## src/hw/adcs_pkg.sv

```systemverilog
// adcs_pkg: shared constants and types for the sequencer
package adcs_pkg;
  // ----------------------------------------------------------------
  // register map (byte offsets) and decode codes
  // ----------------------------------------------------------------
  localparam int ADDR_W = 8;
  localparam logic [7:0] OFF_CSR = 8'h00;
  localparam logic [7:0] OFF_TRG = 8'h04;
  localparam logic [7:0] OFF_RES_A = 8'h08;
  localparam logic [7:0] OFF_RES_B = 8'h0c;
  localparam logic [7:0] OFF_RES_C = 8'h10;
  localparam logic [7:0] OFF_RES_D = 8'h14;
  localparam logic [7:0] OFF_LOW = 8'h18;
  localparam logic [2:0] SEL_CSR = 3'h0;
  localparam logic [2:0] SEL_TRG = 3'h1;
  localparam logic [2:0] SEL_LOW = 3'h2;
  localparam logic [2:0] SEL_NONE = 3'h3;
  localparam logic [2:0] SEL_RES = 3'h4; // 4..7, low bits index
  localparam logic [1:0] RESP_OKAY = 2'h0;
  localparam logic [1:0] RESP_SLVERR = 2'h2;
  // ----------------------------------------------------------------
  // field positions and reset values
  // ----------------------------------------------------------------
  localparam int B_FLAG = 7;
  localparam int B_IE = 6;
  localparam int B_RUN = 5;
  localparam int B_SCAN = 4;
  localparam int B_SPD = 3;
  localparam int B_TIMER_TRIGGER_ENABLE = 7;
  localparam logic [6:0] TRG_RSV = 7'h7f;
  localparam logic [2:0] CH_RST = 3'h0;
  localparam int RES_W = 10;
  localparam int RES_N = 4;
  // ----------------------------------------------------------------
  // timing in states; one state is one aclk period (25 ns)
  // ----------------------------------------------------------------
  localparam int CYC_PER_STATE = 1;
  localparam int TD_MIN0 = 10;
  localparam int TD_MAX0 = 17;
  localparam int TD_MIN1 = 6;
  localparam int TD_MAX1 = 9;
  localparam int TSPL0 = 64;
  localparam int TSPL1 = 32;
  localparam int TOTAL_CONVERSION_TIME_MIN0 = 259;
  localparam int TOTAL_CONVERSION_TIME_MIN1 = 131;
  localparam int TSCAN0 = 256;
  localparam int TSCAN1 = 128;
  // delay phase cycles after the idle cycle that sees the run bit
  localparam int DLY0 = (TD_MIN0 - 1) * CYC_PER_STATE;
  localparam int DLY1 = (TD_MIN1 - 1) * CYC_PER_STATE;
  localparam int JIT0 = (TD_MAX0 - TD_MIN0) * CYC_PER_STATE;
  localparam int JIT1 = (TD_MAX1 - TD_MIN1) * CYC_PER_STATE;
  localparam int SPL0 = TSPL0 * CYC_PER_STATE;
  localparam int SPL1 = TSPL1 * CYC_PER_STATE;
  localparam int CNV0 = (TOTAL_CONVERSION_TIME_MIN0 - TD_MIN0 - TSPL0) * CYC_PER_STATE;
  localparam int CNV1 = (TOTAL_CONVERSION_TIME_MIN1 - TD_MIN1 - TSPL1) * CYC_PER_STATE;
  localparam int SCD0 = TSCAN0 * CYC_PER_STATE - SPL0 - CNV0;
  localparam int SCD1 = TSCAN1 * CYC_PER_STATE - SPL1 - CNV1;
  localparam int STEP0 = CNV0 / RES_W;
  localparam int STEP1 = CNV1 / RES_W;
  typedef enum logic [1:0] {
    ST_IDLE = 2'b00,
    ST_DELAY = 2'b01,
    ST_SAMPLE = 2'b10,
    ST_CONVERT = 2'b11
  } adcs_state_e;
endpackage : adcs_pkg

```

## src/hw/adcs_sequencer.sv

```systemverilog
// adcs_sequencer: sar converter control with single and scan sequencing
// Functional notes
// - ten-bit successive approximation result; single and group scan modes
// - single mode starts converting selected channel when run bit becomes one
// - run bit stays one during single conversion, cleared at end, then idle
// - end flag set at conversion end; interrupt request when enabled
// - end flag cleared only by writing zero after reading it as one
// - each finished conversion stored in that channel's result register
// - scan starts at input 0 for group 0, input 4 for group 1
// - next scan channel starts right after previous finishes
// - scan keeps cycling while run bit is one; stops when cleared
// - scan sets end flag once per round, restarts at group first channel
// - restarting a stopped scan begins at the group's first channel
// - input sampled after a start delay that depends on write timing
// - speed zero: delay 10 to 17, sampling 64, total 259 to 266
// - speed one: delay 6 to 9, sampling 32, total 131 to 134
// - later scan conversions take exactly 256 or 128 states
// - timer trigger with trigger enable sets run bit and starts converter
// - triggered conversion behaves like a software start in both modes
// - inputs 0-3 to results a-d, inputs 4-6 to results a-c
// - channel field plus scan bit select inputs; code 111 reserved
// - upper byte read latches low byte into holding register
//
// Decided for this implementation: the AXI4-Lite interface to the registers and the address map.
module adcs_sequencer
  import adcs_pkg::*;
(
  input wire logic aclk,
  input wire logic aresetn,
  input wire logic [ADDR_W-1:0] s_axi_awaddr,
  input wire logic s_axi_awvalid,
  output logic s_axi_awready,
  input wire logic [31:0] s_axi_wdata,
  input wire logic [3:0] s_axi_wstrb,
  input wire logic s_axi_wvalid,
  output logic s_axi_wready,
  output logic [1:0] s_axi_bresp,
  output logic s_axi_bvalid,
  input wire logic s_axi_bready,
  input wire logic [ADDR_W-1:0] s_axi_araddr,
  input wire logic s_axi_arvalid,
  output logic s_axi_arready,
  output logic [31:0] s_axi_rdata,
  output logic [1:0] s_axi_rresp,
  output logic s_axi_rvalid,
  input wire logic s_axi_rready,
  input wire logic comparator_in,
  input wire logic timer_trigger,
  output logic sample_hold,
  output logic [RES_W-1:0] dac_code,
  output logic [2:0] active_channel,
  output logic end_irq_request
);
  // ----------------------------------------------------------------
  // address decode
  // ----------------------------------------------------------------
  function automatic logic [2:0] adcs_decode(input logic [ADDR_W-1:0] a);
    logic [2:0] s;
    s = SEL_NONE;
    if (a == OFF_CSR) s = SEL_CSR;
    if (a == OFF_TRG) s = SEL_TRG;
    if (a == OFF_LOW) s = SEL_LOW;
    if (a == OFF_RES_A) s = SEL_RES;
    if (a == OFF_RES_B) s = SEL_RES + 3'h1;
    if (a == OFF_RES_C) s = SEL_RES + 3'h2;
    if (a == OFF_RES_D) s = SEL_RES + 3'h3;
    return s;
  endfunction : adcs_decode

  // ----------------------------------------------------------------
  // bus handshake state
  // ----------------------------------------------------------------
  logic awready_reg, awready_next, wready_reg, wready_next;
  logic awok_reg, awok_next, wok_reg, wok_next;
  logic [ADDR_W-1:0] awaddr_reg, awaddr_next;
  logic [31:0] wdata_reg, wdata_next;
  logic wstrb0_reg, wstrb0_next;
  logic bvalid_reg, bvalid_next, arready_reg, arready_next;
  logic rvalid_reg, rvalid_next, rdpend_reg, rdpend_next;
  logic [1:0] bresp_reg, bresp_next, rresp_reg, rresp_next;
  logic [2:0] rsel_reg, rsel_next, wsel, ar_sel;
  logic [31:0] rdata_reg, rdata_next;
  logic do_write;
  // converter and register state
  adcs_state_e state_reg, state_next;
  logic flag_reg, flag_next, fread_reg, fread_next;
  logic ie_reg, ie_next, run_reg, run_next, scan_reg, scan_next;
  logic spd_reg, spd_next, timer_trigger_enable_reg, timer_trigger_enable_next;
  logic [2:0] ch_reg, ch_next, chan_reg, chan_next;
  logic [7:0] hold_reg, hold_next, cnt_reg, cnt_next;
  logic [4:0] sub_reg, sub_next;
  logic [2:0] phase_reg;
  logic [RES_W-1:0] sar_reg, sar_next, trial_reg, trial_next;
  logic samp_reg, irq_reg, trig_d_reg;
  logic cmp_s1_reg, cmp_s2_reg;
  logic set_flag, eoc;
  logic mem_we;
  logic [RES_N-1:0] valid_reg, valid_next;
  logic [RES_W-1:0] mem_rd;
  logic [2:0] last_ch;

  // ----------------------------------------------------------------
  // axi4-lite slave: one write and one read at a time
  // ----------------------------------------------------------------
  always_comb
  begin
    awok_next = awok_reg | (s_axi_awvalid & awready_reg);
    wok_next = wok_reg | (s_axi_wvalid & wready_reg);
    awaddr_next = (s_axi_awvalid & awready_reg) ? s_axi_awaddr : awaddr_reg;
    wdata_next = (s_axi_wvalid & wready_reg) ? s_axi_wdata : wdata_reg;
    wstrb0_next = (s_axi_wvalid & wready_reg) ? s_axi_wstrb[0] : wstrb0_reg;
    wsel = adcs_decode(awaddr_reg);
    do_write = awok_reg & wok_reg & ~bvalid_reg;
    bvalid_next = bvalid_reg & ~s_axi_bready;
    bresp_next = bresp_reg;
    if (do_write)
    begin
      awok_next = 1'b0;
      wok_next = 1'b0;
      bvalid_next = 1'b1;
      bresp_next = (wsel == SEL_NONE) ? RESP_SLVERR : RESP_OKAY;
    end
    awready_next = ~awok_next;
    wready_next = ~wok_next;
    // read: decode on address, data one cycle later from store
    rdpend_next = s_axi_arvalid & arready_reg;
    ar_sel = adcs_decode(s_axi_araddr);
    rsel_next = rdpend_next ? ar_sel : rsel_reg;
    arready_next = arready_reg ? ~rdpend_next : (rvalid_reg & s_axi_rready);
    rvalid_next = rdpend_reg | (rvalid_reg & ~s_axi_rready);
    rdata_next = rdata_reg;
    rresp_next = rresp_reg;
    if (rdpend_reg)
    begin
      rresp_next = (rsel_reg == SEL_NONE) ? RESP_SLVERR : RESP_OKAY;
      rdata_next = 32'h0;
      if (rsel_reg == SEL_CSR)
        rdata_next[7:0] = {flag_reg, ie_reg, run_reg, scan_reg, spd_reg, ch_reg};
      if (rsel_reg == SEL_TRG)
        rdata_next[7:0] = {timer_trigger_enable_reg, TRG_RSV};
      if (rsel_reg == SEL_LOW)
        rdata_next[7:0] = hold_reg;
      if (rsel_reg[2])
        rdata_next[7:0] = valid_reg[rsel_reg[1:0]] ? mem_rd[RES_W-1:2] : 8'h00;
    end
  end

  // bus registers
  always_ff @(posedge aclk)
  begin
    if (!aresetn)
    begin
      awready_reg <= 1'b0;
      wready_reg <= 1'b0;
      awok_reg <= 1'b0;
      wok_reg <= 1'b0;
      awaddr_reg <= '0;
      wdata_reg <= 32'h0;
      wstrb0_reg <= 1'b0;
      bvalid_reg <= 1'b0;
      bresp_reg <= RESP_OKAY;
      arready_reg <= 1'b0;
      rdpend_reg <= 1'b0;
      rsel_reg <= SEL_NONE;
      rvalid_reg <= 1'b0;
      rresp_reg <= RESP_OKAY;
      rdata_reg <= 32'h0;
    end
    else
    begin
      awready_reg <= awready_next;
      wready_reg <= wready_next;
      awok_reg <= awok_next;
      wok_reg <= wok_next;
      awaddr_reg <= awaddr_next;
      wdata_reg <= wdata_next;
      wstrb0_reg <= wstrb0_next;
      bvalid_reg <= bvalid_next;
      bresp_reg <= bresp_next;
      arready_reg <= arready_next | ~arready_reg & ~rvalid_reg & ~rdpend_reg;
      rdpend_reg <= rdpend_next;
      rsel_reg <= rsel_next;
      rvalid_reg <= rvalid_next;
      rresp_reg <= rresp_next;
      rdata_reg <= rdata_next;
    end
  end

  // ----------------------------------------------------------------
  // conversion sequencer and control registers
  // ----------------------------------------------------------------
  always_comb
  begin
    state_next = state_reg;
    cnt_next = cnt_reg;
    sub_next = sub_reg;
    sar_next = sar_reg;
    trial_next = trial_reg;
    chan_next = chan_reg;
    flag_next = flag_reg;
    fread_next = fread_reg;
    ie_next = ie_reg;
    run_next = run_reg;
    scan_next = scan_reg;
    spd_next = spd_reg;
    ch_next = ch_reg;
    timer_trigger_enable_next = timer_trigger_enable_reg;
    hold_next = hold_reg;
    set_flag = 1'b0;
    last_ch = {ch_reg[2], ch_reg[1:0]};
    eoc = (state_reg == ST_CONVERT) && (cnt_reg == 8'h0) && run_reg;
    mem_we = eoc;
    // slots never written read as zero, as after reset
    valid_next = valid_reg;
    if (mem_we)
      valid_next[chan_reg[1:0]] = 1'b1;
    if (state_reg != ST_IDLE && !run_reg)
      state_next = ST_IDLE;
    else
      unique case (state_reg)
        ST_IDLE:
          if (run_reg)
          begin
            state_next = ST_DELAY;
            cnt_next = spd_reg ? 8'(DLY1 - 1) + {6'h0, phase_reg[1:0] & 2'(JIT1)}
                               : 8'(DLY0 - 1) + {5'h0, phase_reg & 3'(JIT0)};
            chan_next = scan_reg ? {ch_reg[2], 2'b00} : ch_reg;
          end
        ST_DELAY:
          if (cnt_reg == 8'h0)
          begin
            state_next = ST_SAMPLE;
            cnt_next = spd_reg ? 8'(SPL1 - 1) : 8'(SPL0 - 1);
          end
          else
            cnt_next = cnt_reg - 8'h1;
        ST_SAMPLE:
          if (cnt_reg == 8'h0)
          begin
            state_next = ST_CONVERT;
            cnt_next = spd_reg ? 8'(CNV1 - 1) : 8'(CNV0 - 1);
            sub_next = spd_reg ? 5'(STEP1 - 1) : 5'(STEP0 - 1);
            trial_next = {1'b1, {(RES_W - 1){1'b0}}};
            sar_next = {1'b1, {(RES_W - 1){1'b0}}};
          end
          else
            cnt_next = cnt_reg - 8'h1;
        ST_CONVERT:
        begin
          cnt_next = cnt_reg - 8'h1;
          sub_next = sub_reg - 5'h1;
          if (sub_reg == 5'h0 && trial_reg != '0)
          begin
            // keep or drop the trial bit, then try the next one
            sub_next = spd_reg ? 5'(STEP1 - 1) : 5'(STEP0 - 1);
            trial_next = trial_reg >> 1;
            sar_next = (cmp_s2_reg ? sar_reg : (sar_reg & ~trial_reg)) | (trial_reg >> 1);
          end
          if (eoc && !scan_reg)
          begin
            state_next = ST_IDLE;
            run_next = 1'b0;
            set_flag = 1'b1;
          end
          else if (eoc)
          begin
            // back-to-back scan conversion with fixed short delay
            state_next = ST_DELAY;
            cnt_next = spd_reg ? 8'(SCD1 - 1) : 8'(SCD0 - 1);
            if (chan_reg == last_ch)
            begin
              set_flag = 1'b1;
              chan_next = {ch_reg[2], 2'b00};
            end
            else
              chan_next = chan_reg + 3'h1;
          end
        end
      endcase
    // software register writes (low byte lane only)
    if (do_write && wstrb0_reg && wsel == SEL_CSR)
    begin
      ie_next = wdata_reg[B_IE];
      run_next = wdata_reg[B_RUN];
      scan_next = wdata_reg[B_SCAN];
      spd_next = wdata_reg[B_SPD];
      ch_next = wdata_reg[2:0];
      if (!wdata_reg[B_FLAG] && fread_reg)
      begin
        flag_next = 1'b0;
        fread_next = 1'b0;
      end
    end
    if (do_write && wstrb0_reg && wsel == SEL_TRG)
      timer_trigger_enable_next = wdata_reg[B_TIMER_TRIGGER_ENABLE];
    // read side effects
    if (rdpend_reg && rsel_reg == SEL_CSR && flag_reg)
      fread_next = 1'b1;
    if (rdpend_reg && rsel_reg[2])
      hold_next = valid_reg[rsel_reg[1:0]] ? {mem_rd[1:0], 6'h00} : 8'h00;
    // timer trigger rising edge sets the run bit
    if (timer_trigger_enable_reg && timer_trigger && !trig_d_reg)
      run_next = 1'b1;
    if (set_flag)
      flag_next = 1'b1;
  end

  // sequencer registers; comparator passes two flops first
  always_ff @(posedge aclk)
  begin
    cmp_s1_reg <= comparator_in;
    cmp_s2_reg <= cmp_s1_reg;
    if (!aresetn)
    begin
      state_reg <= ST_IDLE;
      cnt_reg <= 8'h0;
      sub_reg <= 5'h0;
      sar_reg <= '0;
      trial_reg <= '0;
      chan_reg <= CH_RST;
      valid_reg <= '0;
      flag_reg <= 1'b0;
      fread_reg <= 1'b0;
      ie_reg <= 1'b0;
      run_reg <= 1'b0;
      scan_reg <= 1'b0;
      spd_reg <= 1'b0;
      ch_reg <= CH_RST;
      timer_trigger_enable_reg <= 1'b0;
      hold_reg <= 8'h0;
      phase_reg <= 3'h0;
      samp_reg <= 1'b0;
      irq_reg <= 1'b0;
      trig_d_reg <= 1'b0;
    end
    else
    begin
      state_reg <= state_next;
      cnt_reg <= cnt_next;
      sub_reg <= sub_next;
      sar_reg <= sar_next;
      trial_reg <= trial_next;
      chan_reg <= chan_next;
      valid_reg <= valid_next;
      flag_reg <= flag_next;
      fread_reg <= fread_next;
      ie_reg <= ie_next;
      run_reg <= run_next;
      scan_reg <= scan_next;
      spd_reg <= spd_next;
      ch_reg <= ch_next;
      timer_trigger_enable_reg <= timer_trigger_enable_next;
      hold_reg <= hold_next;
      phase_reg <= phase_reg + 3'h1;
      samp_reg <= (state_next == ST_SAMPLE);
      irq_reg <= flag_next & ie_next;
      trig_d_reg <= timer_trigger;
    end
  end

  // result store, indexed by input low bits
  adcs_result_mem #(.W(RES_W), .D(RES_N)) u_mem (
    .aclk(aclk),
    .we(mem_we),
    .wa(chan_reg[1:0]),
    .wd(sar_reg),
    .ra(ar_sel[1:0]),
    .rd(mem_rd)
  );

  // outputs straight from flops
  assign s_axi_awready = awready_reg;
  assign s_axi_wready = wready_reg;
  assign s_axi_bvalid = bvalid_reg;
  assign s_axi_bresp = bresp_reg;
  assign s_axi_arready = arready_reg;
  assign s_axi_rvalid = rvalid_reg;
  assign s_axi_rresp = rresp_reg;
  assign s_axi_rdata = rdata_reg;
  assign sample_hold = samp_reg;
  assign dac_code = sar_reg;
  assign active_channel = chan_reg;
  assign end_irq_request = irq_reg;

  // ----------------------------------------------------------------
  // checks
  // ----------------------------------------------------------------
  start_idle_a: assert property (@(posedge aclk) disable iff (!aresetn)
    state_reg == ST_IDLE && run_reg |=> state_reg == ST_DELAY)
    else $error("run bit did not start a conversion");
  single_end_a: assert property (@(posedge aclk) disable iff (!aresetn)
    eoc && !scan_reg |=> !run_reg && state_reg == ST_IDLE && flag_reg)
    else $error("single end did not clear run and set flag");
  irq_raise_a: assert property (@(posedge aclk) disable iff (!aresetn)
    $rose(flag_reg) && ie_reg |-> end_irq_request)
    else $error("end interrupt missing");
  flag_clear_a: assert property (@(posedge aclk) disable iff (!aresetn)
    $fell(flag_reg) |-> $past(fread_reg))
    else $error("end flag cleared without prior read");
  scan_first_a: assert property (@(posedge aclk) disable iff (!aresetn)
    state_reg == ST_IDLE && run_reg && scan_reg |=> chan_reg == {ch_reg[2], 2'b00})
    else $error("scan did not start at first channel");
  abort_idle_a: assert property (@(posedge aclk) disable iff (!aresetn)
    state_reg != ST_IDLE && !run_reg |=> state_reg == ST_IDLE && $stable(flag_reg))
    else $error("abort did not go idle");
  total_slow_a: assert property (@(posedge aclk) disable iff (!aresetn)
    $rose(run_reg) && state_reg == ST_IDLE && !scan_reg && !spd_reg
    |-> ##[259:266] state_reg == ST_IDLE && !run_reg)
    else $error("slow single conversion time out of range");
  total_fast_a: assert property (@(posedge aclk) disable iff (!aresetn)
    $rose(run_reg) && state_reg == ST_IDLE && !scan_reg && spd_reg
    |-> ##[131:134] state_reg == ST_IDLE && !run_reg)
    else $error("fast single conversion time out of range");
  scan_period_a: assert property (@(posedge aclk) disable iff (!aresetn)
    eoc && scan_reg && !spd_reg |-> ##256 (eoc || !run_reg || state_reg == ST_IDLE))
    else $error("scan conversion not 256 states");
  scan_fast_a: assert property (@(posedge aclk) disable iff (!aresetn)
    eoc && scan_reg && spd_reg |-> ##128 (eoc || !run_reg || state_reg == ST_IDLE))
    else $error("scan conversion not 128 states");
endmodule : adcs_sequencer

```

## src/hw/adcs_result_mem.sv

```systemverilog
// adcs_result_mem: per-channel result store with registered read
module adcs_result_mem
  import adcs_pkg::*;
#(
  parameter int W = RES_W,
  parameter int D = RES_N
) (
  input wire logic aclk,
  input wire logic we,
  input wire logic [$clog2(D)-1:0] wa,
  input wire logic [W-1:0] wd,
  input wire logic [$clog2(D)-1:0] ra,
  output logic [W-1:0] rd
);
  logic [W-1:0] mem [D];

  // write port and registered read port
  always_ff @(posedge aclk)
  begin
    if (we)
    begin
      mem[wa] <= wd;
    end
    rd <= mem[ra];
  end
endmodule : adcs_result_mem

```

## config.mk

```make
export PLATFORM = sky130hd
export DESIGN_NAME = adcs_sequencer
export DESIGN_NICKNAME = d
export VERILOG_FILES = /design/src/hw/adcs_pkg.sv /design/src/hw/adcs_sequencer.sv /design/src/hw/adcs_result_mem.sv
export SDC_FILE = /design/constraint.sdc
export NUM_CORES = 1
export LEC_CHECK = 0
export CAP_MARGIN = 20
export CORE_MARGIN = 3
export CORE_UTILIZATION = 53
export DETAILED_ROUTE_END_ITERATION = 6
export DONT_BUFFER_PORTS = 1
export GPL_TIMING_DRIVEN = 0
export PLACE_DENSITY = 0.68
export REMOVE_ABC_BUFFERS = 1
export SYNTH_ARGS = -nofsm -noshare
export SYNTH_HDL_FRONTEND = slang
export SYNTH_SLANG_ARGS = --single-unit
```

## constraint.sdc

```tcl
create_clock -name aclk -period 3.7 [get_ports aclk]
set_clock_uncertainty 0.15 [all_clocks]
set_input_delay 0.74 -clock aclk [delete_from_list [all_inputs] [get_ports aclk]]
set_output_delay 0.74 -clock aclk [all_outputs]
set_load 0.005 [all_outputs]
```

==> results of run 1 <==
[kinds of logic (layout without fill, tap and decap cells)]
family,Yosys count,in the layout,synth area share [%]
AOI/OAI and AO/OA,170,170,18.1
xor gates and xnor gates,12,12,1.65
adders and majority gates,8,8,1.57
buffers and inverters,85,56,7.04
DFF,150,150,53.3
muxes,10,10,1.76
other,1,26,0.0588
and+or+nand+nor,222,222,16.5
[per-stage QoR]
step                      std cells  power [mW]  setup slack [ns]  area [um^2]  hold WS [ns]
after global placement          763        1.84             0.619         6290         0.165
after floorplan                 620        1.82              1.18         6110         0.160
after global routing            797        3.69             0.467         6900         0.171
final                           797        3.55             0.766         6900         0.177
after detailed placement        765        1.85             0.826         6300         0.168
after CTS                       797        3.58             0.783         6900         0.175
[worst paths after layout]
kind	startpoint	to	cells after the start
max reg2reg	cnt_reg[0]	dac_code[7]	7
min reg2reg	cmp_s1_reg	cmp_s2_reg	0
max	cnt_reg[0]	dac_code[7]	7
min	cmp_s1_reg	cmp_s2_reg	0
[synth_stat cells, drive strengths merged, types with 3 or more instances]
library cell and count:
dfxtp 110, nand2 99, a21oi 48, nor2 46, edfxtp 40, buf 34, o21ai 32, clkbuf 29
inv 22, a31oi 20, nand3 15, a211oi 14, nor2b 12, a32o 10, xnor2 10, a22o 9
mux2i 9, and2 8, and3 8, ha 8, o21a 8, nand4 5, nand4b 4, nor3 4
nor4 4, a21o 3, nand2b 3, nor3b 3, o211ai 3, o22ai 3, o31ai 3, o32ai 3
[per-layer routing]
layer	global-route usage (%)	vias up	wire length, um
li1	-	2266	-
met1	28.8	2218	6180
met2	34.2	136	6500
met3	6.63	14	809
met4	7.50	0	174
met5	0	-	0
[power breakdown]
part / internal (mW) / total (mW) / switching [mW]
Clock: 1.06 / 1.74 / 0.675
Combinational: 0.0286 / 0.0794 / 0.0509
Sequential: 1.70 / 1.73 / 0.0274
[cell type report]
| cell class | count | area [um^2] | area share (%) |
|---|---|---|---|
| multi-input cells | 448 | 2620 | 38.0 |
| well taps | 143 | 179 | 2.59 |
| repair buffers | 2 | 12.5 | 0.181 |
| clock inverters | 15 | 178 | 2.57 |
| flip-flops and latches | 150 | 3400 | 49.3 |
| clock buffers | 17 | 425 | 6.16 |
| inverters | 22 | 82.6 | 1.20 |
==> results_dict.tcl, run 1 <==
set metrics [dict create \
    hpwl_um 9240 \
    io_pins 117 \
    cts_made_buffers 17 \
    post_drt_wl_per_cell_um 17.1 \
    ys_types 65 \
    viasPerCell 5.81 \
    synth.largest_area_cell "dfxtp_1" \
    netlist_area_um2 6380 \
    reg2reg_setup_slack_ns 0.77 \
    crit_family "simple AND/OR/NAND/NOR gates" \
    grt_pass1_vias 4387 \
    cts_root_buffer "clkbuf_16" \
    end_kind "register" \
    cp.arrival_ns 3.15 \
    ys_async_sr_fraction_pct 0 \
    post-route-util_pct 59.4 \
    cts_resized 0 \
    critPathBufInv 1 \
    max-clock-path-buffers 2 \
    overflow 0 \
    grt_pass1_wl_um 22400 \
    syn2layout_area_growth_pct 8.18 \
    final.min_clock_period_ns 2.93 \
    leakage_nw 2.62 \
    fmax_mhz 341 \
    largest_reg_flops 40 \
    crit_chain "inv_1 -> ha_1 -> nor3b_1 -> a21oi_1 -> a211oi_4 -> and3_1 -> a22o_2" \
    grt.total_usage_pct 21.8 \
    initial_utilization_pct 54.9 \
    fin_tns_setup_ns 0 \
    syn_avg_cell_area_um2 9.70 \
    nets 710 \
    place.gp.congestion 0.845 \
    cts_setup_buffers 0 \
    drive_gt1_share_pct 8.26 \
    drtIter0Drc 282 \
    largest_register "u_mem.mem" \
    setup_violations 0 \
    drc 0 \
    ys_top_cells_by_area "dfxtp_1, edfxtp_1, nand2_1" \
    peakVddDrop_v 0.000384 \
    core-area_um2 11600 \
    power_density_nw_per_um2 514 \
    cpPeakStageDelay_ns 0.56 \
    port_buffers 0 \
    rsz0062_at_grt "no" \
    drt_first_pass_iters 7 \
    vias 4634 \
    ys_seq_elements 150 \
    finalHoldViolations 0 \
    crit_required_ns 3.92 \
    synth_edf_count 40 \
    cts_tree "yes" \
    ys_seq_area_share_pct 53.3 \
    fill_cells 1004 \
    worst_slew_pin_slew_ns 1.02 \
    synth_top_area_share_pct 34.5 \
    fin_crit_sh_pct 79.3 \
    clk_latency_ns 0.42 \
    cts.sinks 150 \
    antenna_cells 0 \
    outcome "finished, final reports clean" \
    ant_nets 0 \
    die_w_um 116 \
    antenna_found_initial 0 \
    crit_slowest_cell "and3_1" \
    critPathLaunchType "register" \
    ys.flop_type "dfxtp_1" \
    layout_commonest_cell "dfxtp_1" \
    critPathKind "register to register" \
    critPathMaxFanout 16 \
    ys_warn_count 0 \
    netlist_instances 658 \
    final_cell_mix "dfxtp_1, nand2_1, a21oi_1" \
    clk_pin_slew_ns 0.06 \
    htree_levels 4 \
    fp-row-count 39 \
    die-area_um2 13400 \
    die_y_um 116 \
    hp-class "register to register" \
    grt_max_degree 47 \
    relSlewSlack_pct 31.8 \
    wirelength_um 13700 \
    cts_hold_buf 0 \
    drv_slew 0 \
    cap_violations 0 \
]
(Power assumes the default switching activity.)
==> inputs of run 2 (changes only) <==
--- a/config.mk
+++ b/config.mk
@@ -11,7 +11,7 @@
 export DETAILED_ROUTE_END_ITERATION = 6
 export DONT_BUFFER_PORTS = 1
 export GPL_TIMING_DRIVEN = 0
-export PLACE_DENSITY = 0.68
+export PLACE_DENSITY = 0.71
 export REMOVE_ABC_BUFFERS = 1
 export SYNTH_ARGS = -nofsm -noshare
 export SYNTH_HDL_FRONTEND = slang
==> constraint.sdc (replaced) <==
create_clock -name aclk -period 2.4 [get_ports aclk]
set_clock_uncertainty 0.15 [all_clocks]
set_input_delay 0.48 -clock aclk [delete_from_list [all_inputs] [get_ports aclk]]
set_output_delay 0.48 -clock aclk [all_outputs]
set_load 0.005 [all_outputs]
==> run 2 against run 1 <==
Net effect:
- non-clock buffer count rose by 6
- worst hold slack got worse by 0.15 ns
- highest routed layer unchanged
- critical endpoint unchanged
- register-to-register slack got worse by 0.72 ns
==> results_dict.tcl, run 2 (same netlist as run 1, synthesis figures left out) <==
set metrics [dict create \
    outcome "finished, final reports clean" \
    core-area_um2 11600 \
    setup_violations 0 \
    worst_slack_ns 0.0506 \
    antenna_cells 0 \
    worst_slew_pin_slew_ns 1.06 \
    p_switching_mw 1.14 \
    cts_made_buffers 17 \
    wirelength_um 13500 \
    r2r_start "sub_reg[1]" \
    critPathBufInv 2 \
    reg2reg_setup_slack_ns 0.05 \
    die_y_um 116 \
    antenna_found_initial 0 \
    fin_crit_sh_pct 97.9 \
    end_kind "register" \
    cts_tree "yes" \
    drc 0 \
    cp.depth 8 \
    rr_worst_depth 8 \
    max-clock-path-buffers 2 \
    cpPeakStageDelay_ns 0.40 \
    pre_cts_slack_ns -0.573 \
    viasPerCell 5.71 \
    crit_slowest_cell "a311o_2" \
    syn2layout_area_growth_pct 10.7 \
    initial_utilization_pct 54.9 \
    grt.total_usage_pct 21.0 \
    critPathKind "register to register" \
    die_w_um 116 \
    clk_latency_ns 0.43 \
    pwr-share-comb_pct 2.4 \
    crit_required_ns 2.57 \
    grt_pass1_vias 4267 \
    layout_commonest_cell "dfxtp_1" \
    intPower_mw 4.40 \
    nets 716 \
    final.min_clock_period_ns 2.35 \
    critPathLaunch "sub_reg[1]" \
    cap_violations 0 \
    crit_chain "inv_2 -> ha_4 -> or3b_4 -> a311o_2 -> a2111oi_4 -> buf_6 -> a21oi_4 -> a22o_2" \
    overflow 0 \
    cts.sinks 150 \
    port_buffers 0 \
    drive_gt1_share_pct 12.0 \
    largest_register "u_mem.mem" \
    post_drt_wl_per_cell_um 16.9 \
    die-area_um2 13400 \
    p_sw_share_pct 20.6 \
    power_density_nw_per_um2 784 \
    fp-row-count 39 \
    finalHoldViolations 0 \
    timing.rr.end "dac_code[7]" \
    relSlewSlack_pct 29.6 \
    final_cell_mix "dfxtp_1, nand2_1, nor2_1" \
    post-route-util_pct 60.8 \
    cts_root_buffer "clkbuf_16" \
    fill_cells 964 \
    rsz0062_at_grt "yes" \
    critPathMaxFanout 8 \
    fmax_mhz 426 \
    grt_pass1_wl_um 21600 \
    grt_max_degree 47 \
    drt_first_pass_iters 4 \
    clk_pin_slew_ns 0.06 \
    holdPathStages 1 \
    leakage_nw 2.66 \
    hpwl_um 9050 \
    vias 4585 \
    hp-class "primary input to register" \
    ant_nets 0 \
    drtIter0Drc 294 \
    p_clk_share_pct 49.5 \
    cp-endpoint "dac_code[7]" \
    largest_reg_flops 40 \
    drv_slew 0 \
    place.gp.congestion 0.887 \
    critPathLaunchType "register" \
    seq_power_share_pct 48.2 \
    cp.arrival_ns 2.52 \
    peakVddDrop_v 0.000726 \
    htree_levels 4 \
    io_pins 117 \
    crit_family "compound AO/OA/AOI/OAI gates" \
]
run 2: changes by cell type in the layout (fill, tap and decap cells not counted), moves of 3 or more:
cell,previous run,this run
a21oi_1,48,42
a21oi_2,0,5
and3_2,0,4
and3_1,8,3
dfxtp_2,0,3
dfxtp_1,110,107
buf_4,1,4
run 2: repair_timing:
| item | 4_1_cts | 5_1_grt |
|---|---|---|
| setup endpoints to repair | 67 | 62 |
| endpoints found under the hold margin | 1 | 0 |
| gates resized for setup | 12 | 16 |
| pin swaps | 4 | 6 |
| buffers inserted | 3 | 3 |
| hold buffers | 1 | 0 |
run 2: final cells by class:
cell class / instances / area (um^2) / share of cell area, %
sequential: 150 / 3410 / 48.2
tap: 143 / 179 / 2.53
inverter: 22 / 82.6 / 1.17
clock inverter: 15 / 185 / 2.62
multi-input combinational: 448 / 2710 / 38.3
timing repair buffer: 8 / 82.6 / 1.17
clock buffer: 17 / 425 / 6.02
run 2: power by group through the flow:
stage	sequential, mW	clock, mW	combinational, mW
floorplan	2.71	0	0.0985
global placement	2.72	0	0.117
detailed placement	2.72	0	0.121
CTS	2.67	2.78	0.124
global route	2.67	2.89	0.152
finish	2.67	2.74	0.131
run 2: routing by layer:
metal  vias up  GRT usage, %  part of all wire [%]
met5         -             0                     0
met4         0          7.42                   1.3
met3        17          6.11                   6.8
met2       145          33.0                    47
met1      2160          28.0                    45
li1       2263             -                     -
run 2: how the worst min path moves through the flow:
| stage | start | to | slack (ns) |
|---|---|---|---|
| final | aresetn | rsel_reg[1] | 0.02 |
| after global routing | aresetn | rsel_reg[1] | 0.008 |
| after floorplan | cmp_s1_reg | cmp_s2_reg | 0.16 |
| after detailed placement | cmp_s1_reg | cmp_s2_reg | 0.16 |
| after global placement | cmp_s1_reg | cmp_s2_reg | 0.16 |
| after CTS | aresetn | rsel_reg[1] | 0.008 |
run 2: metrics by stage:
step	setup TNS, ns	cell area [um^2]	power (mW)	hold WS (ns)	instances
5_1_grt	-0.0465	7070	5.72	0.00753	803
4_1_cts	0	6980	5.57	0.00788	800
2_1_floorplan	-1.65	6110	2.81	0.160	620
3_5_place_dp	-22.35	6300	2.84	0.162	764
3_3_place_gp	-22.73	6290	2.84	0.160	763
6_report	0	7070	5.54	0.0233	803
==> inputs of run 3 (changes only) <==
--- a/config.mk
+++ b/config.mk
@@ -6,8 +6,10 @@
 export NUM_CORES = 1
 export LEC_CHECK = 0
 export CAP_MARGIN = 20
+export CORE_ASPECT_RATIO = 1.5
 export CORE_MARGIN = 3
 export CORE_UTILIZATION = 53
+export CTS_BUF_LIST = sky130_fd_sc_hd__clkbuf_8
 export DETAILED_ROUTE_END_ITERATION = 6
 export DONT_BUFFER_PORTS = 1
 export GPL_TIMING_DRIVEN = 0
==> run 3 against run 2 <==
Net effect:
- the run now ends with setup timing left
- largest cell class unchanged
- non-clock buffer count rose by 20
- critical path type unchanged
- largest power group is now sequential cells
- maximum frequency fell by 2.9%
- highest routed layer unchanged
- register-to-register slack got worse by 0.07 ns
==> results_dict.tcl, run 3 (same netlist as run 1, synthesis figures left out) <==
set metrics [dict create \
    crit_family "compound AO/OA/AOI/OAI gates" \
    final.min_clock_period_ns 2.42 \
    port_buffers 0 \
    leakage_nw 2.65 \
    fin_area_um2 7030 \
    rsz0062_at_grt "yes" \
    critPathBufInv 2 \
    layout.cells.non_filler 830 \
    critPathMaxFanout 8 \
    post_drt_wl_per_cell_um 16.8 \
    viasPerCell 5.72 \
    crit_chain "inv_2 -> ha_4 -> or3b_4 -> a311o_2 -> a2111oi_4 -> buf_6 -> a21oi_1 -> a22o_2" \
    grt_max_degree 47 \
    place.gp.congestion 0.858 \
    cts_tree "yes" \
    worst_slack_ns -0.0205 \
    drive_gt1_share_pct 12.1 \
    relSlewSlack_pct 43.6 \
    grt_busiest_layer "met2" \
    use_met3_pct 6.50 \
    wirelength_um 14000 \
    nets 736 \
    grt.total_usage_pct 21.7 \
    max-clock-path-buffers 2 \
    antenna_cells 0 \
    hold_end "wdata_reg[4]" \
    drt_first_pass_iters 5 \
    overflow 0 \
    clk_pin_slew_ns 0.08 \
    timing.hold.ws_ns 0.0200 \
    final_cell_mix "dfxtp_1, nand2_1, nor2_1, a21oi_1, edfxtp_1" \
    largest_register "u_mem.mem" \
    dp_cells 771 \
    core-area_um2 11700 \
    cts_made_buffers 17 \
    clk_latency_ns 0.45 \
    grt_pass1_vias 4647 \
    peakVddDrop_v 0.000495 \
    grt_pass1_wl_um 22500 \
    drc 0 \
    timing.rr.end "dac_code[4]" \
    holdPathStages 2 \
    power.total_mw 4.69 \
    seq_area_um2 3410 \
    syn2layout_area_growth_pct 10.1 \
    die_w_um 95.6 \
    largest_reg_flops 40 \
    cpPeakStageDelay_ns 0.42 \
    end_kind "register" \
    cts_root_buffer "clkbuf_8" \
    cts.sinks 150 \
    vias 4744 \
    hp-class "primary input to register" \
    power_density_nw_per_um2 667 \
    met2_usage_pct 36.7 \
    post-route-util_pct 60.3 \
    violations "setup timing" \
    crit_required_ns 2.59 \
    io_pins 117 \
    critPathKind "register to register" \
    hp-start "s_axi_wdata[4]" \
    cap_violations 0 \
    initial_utilization_pct 54.8 \
    htree_levels 4 \
    r2r_start "sub_reg[0]" \
    critPathLaunchType "register" \
    worst_slew_pin_slew_ns 0.843 \
    crit_slowest_cell "a311o_2" \
    multi_input_area_um2 2690 \
    ant_nets 0 \
    grt.met1_usage_pct 24.5 \
    rr_worst_depth 8 \
    setup_violations 5 \
    hpwl_um 9260 \
    cp.arrival_ns 2.61 \
    drv_slew 0 \
    fp-row-count 48 \
    reg2reg_setup_slack_ns -0.02 \
    die_y_um 140 \
    die-area_um2 13400 \
    layout_commonest_cell "dfxtp_1" \
    antenna_found_initial 0 \
    fin_crit_sh_pct 101 \
    place_area_um2 6310 \
    outcome "complete, but fails checks" \
    finalHoldViolations 0 \
    fmax_mhz 413 \
    drtIter0Drc 262 \
    fill_cells 995 \
]
[run 3: cell types whose count changed in the layout (fill, tap and decap cells not counted), sizes merged]
cell	change
clkinvlp	-2
buf	+4
dlygate4sd3	+16
clkinv	-4
bufinv	-3
inv	+8
clkbuf	+1
[run 3: routing by layer]
metal,wire (um),up-vias
met4,303,0
met3,908,21
li1,-,2304
met5,0,-
met2,7270,145
met1,5490,2274
[run 3: layout make-up]
| type | count | area share, % |
|---|---|---|
| Clock buffer | 18 | 3.53 |
| Clock inverter | 14 | 1.92 |
| Inverter | 22 | 1.18 |
| Multi-Input combinational cell | 448 | 38.2 |
| Sequential cell | 150 | 48.5 |
| Tap cell | 150 | 2.67 |
| Timing Repair Buffer | 28 | 3.99 |
[run 3: worst register-to-register path: stages (launching register included)]
cell and delay (ns):
dfxtp_2 0.34, inv_2 0.06, ha_4 0.12, or3b_4 0.38, a311o_2 0.42, a2111oi_4 0.37
buf_6 0.18, a21oi_1 0.07, a22o_2 0.22
[run 3: report_power, final]
| group | leakage (nW) | internal, mW | switching (mW) | total, mW |
|---|---|---|---|---|
| clock | 0.194 | 0.873 | 1.00 | 1.87 |
| combinational | 1.20 | 0.0637 | 0.0892 | 0.153 |
| sequential | 1.26 | 2.62 | 0.0410 | 2.66 |
[run 3: timing repair]
action	4_1_cts	5_1_grt
pin swaps	3	9
endpoints found under the hold margin	23	0
hold buffers	17	0
setup buffers	4	5
setup endpoints to repair	67	64
resized for setup	12	12
cloned	0	0
[run 3: per-stage QoR]
| stage | worst slack [ns] | setup TNS, ns |
|---|---|---|
| after floorplan | -0.120 | -1.65 |
| after global placement | -0.527 | -22.04 |
| after detailed placement | -0.579 | -25.37 |
| after CTS | 0.00449 | 0 |
| after global routing | -0.0704 | -0.875 |
| final | -0.0205 | -0.0833 |
[run 3: how the worst max path moves through the flow]
stage	from	endpoint	slack, ns	depth (start not counted)
after floorplan	sub_reg[0]	dac_code[3]	-0.12	7
after global placement	cnt_reg[0]	dac_code[6]	-0.53	7
after detailed placement	cnt_reg[0]	dac_code[4]	-0.58	7
after CTS	sub_reg[0]	dac_code[6]	0.004	8
after global routing	sub_reg[0]	dac_code[1]	-0.07	8
final	sub_reg[0]	dac_code[4]	-0.02	8
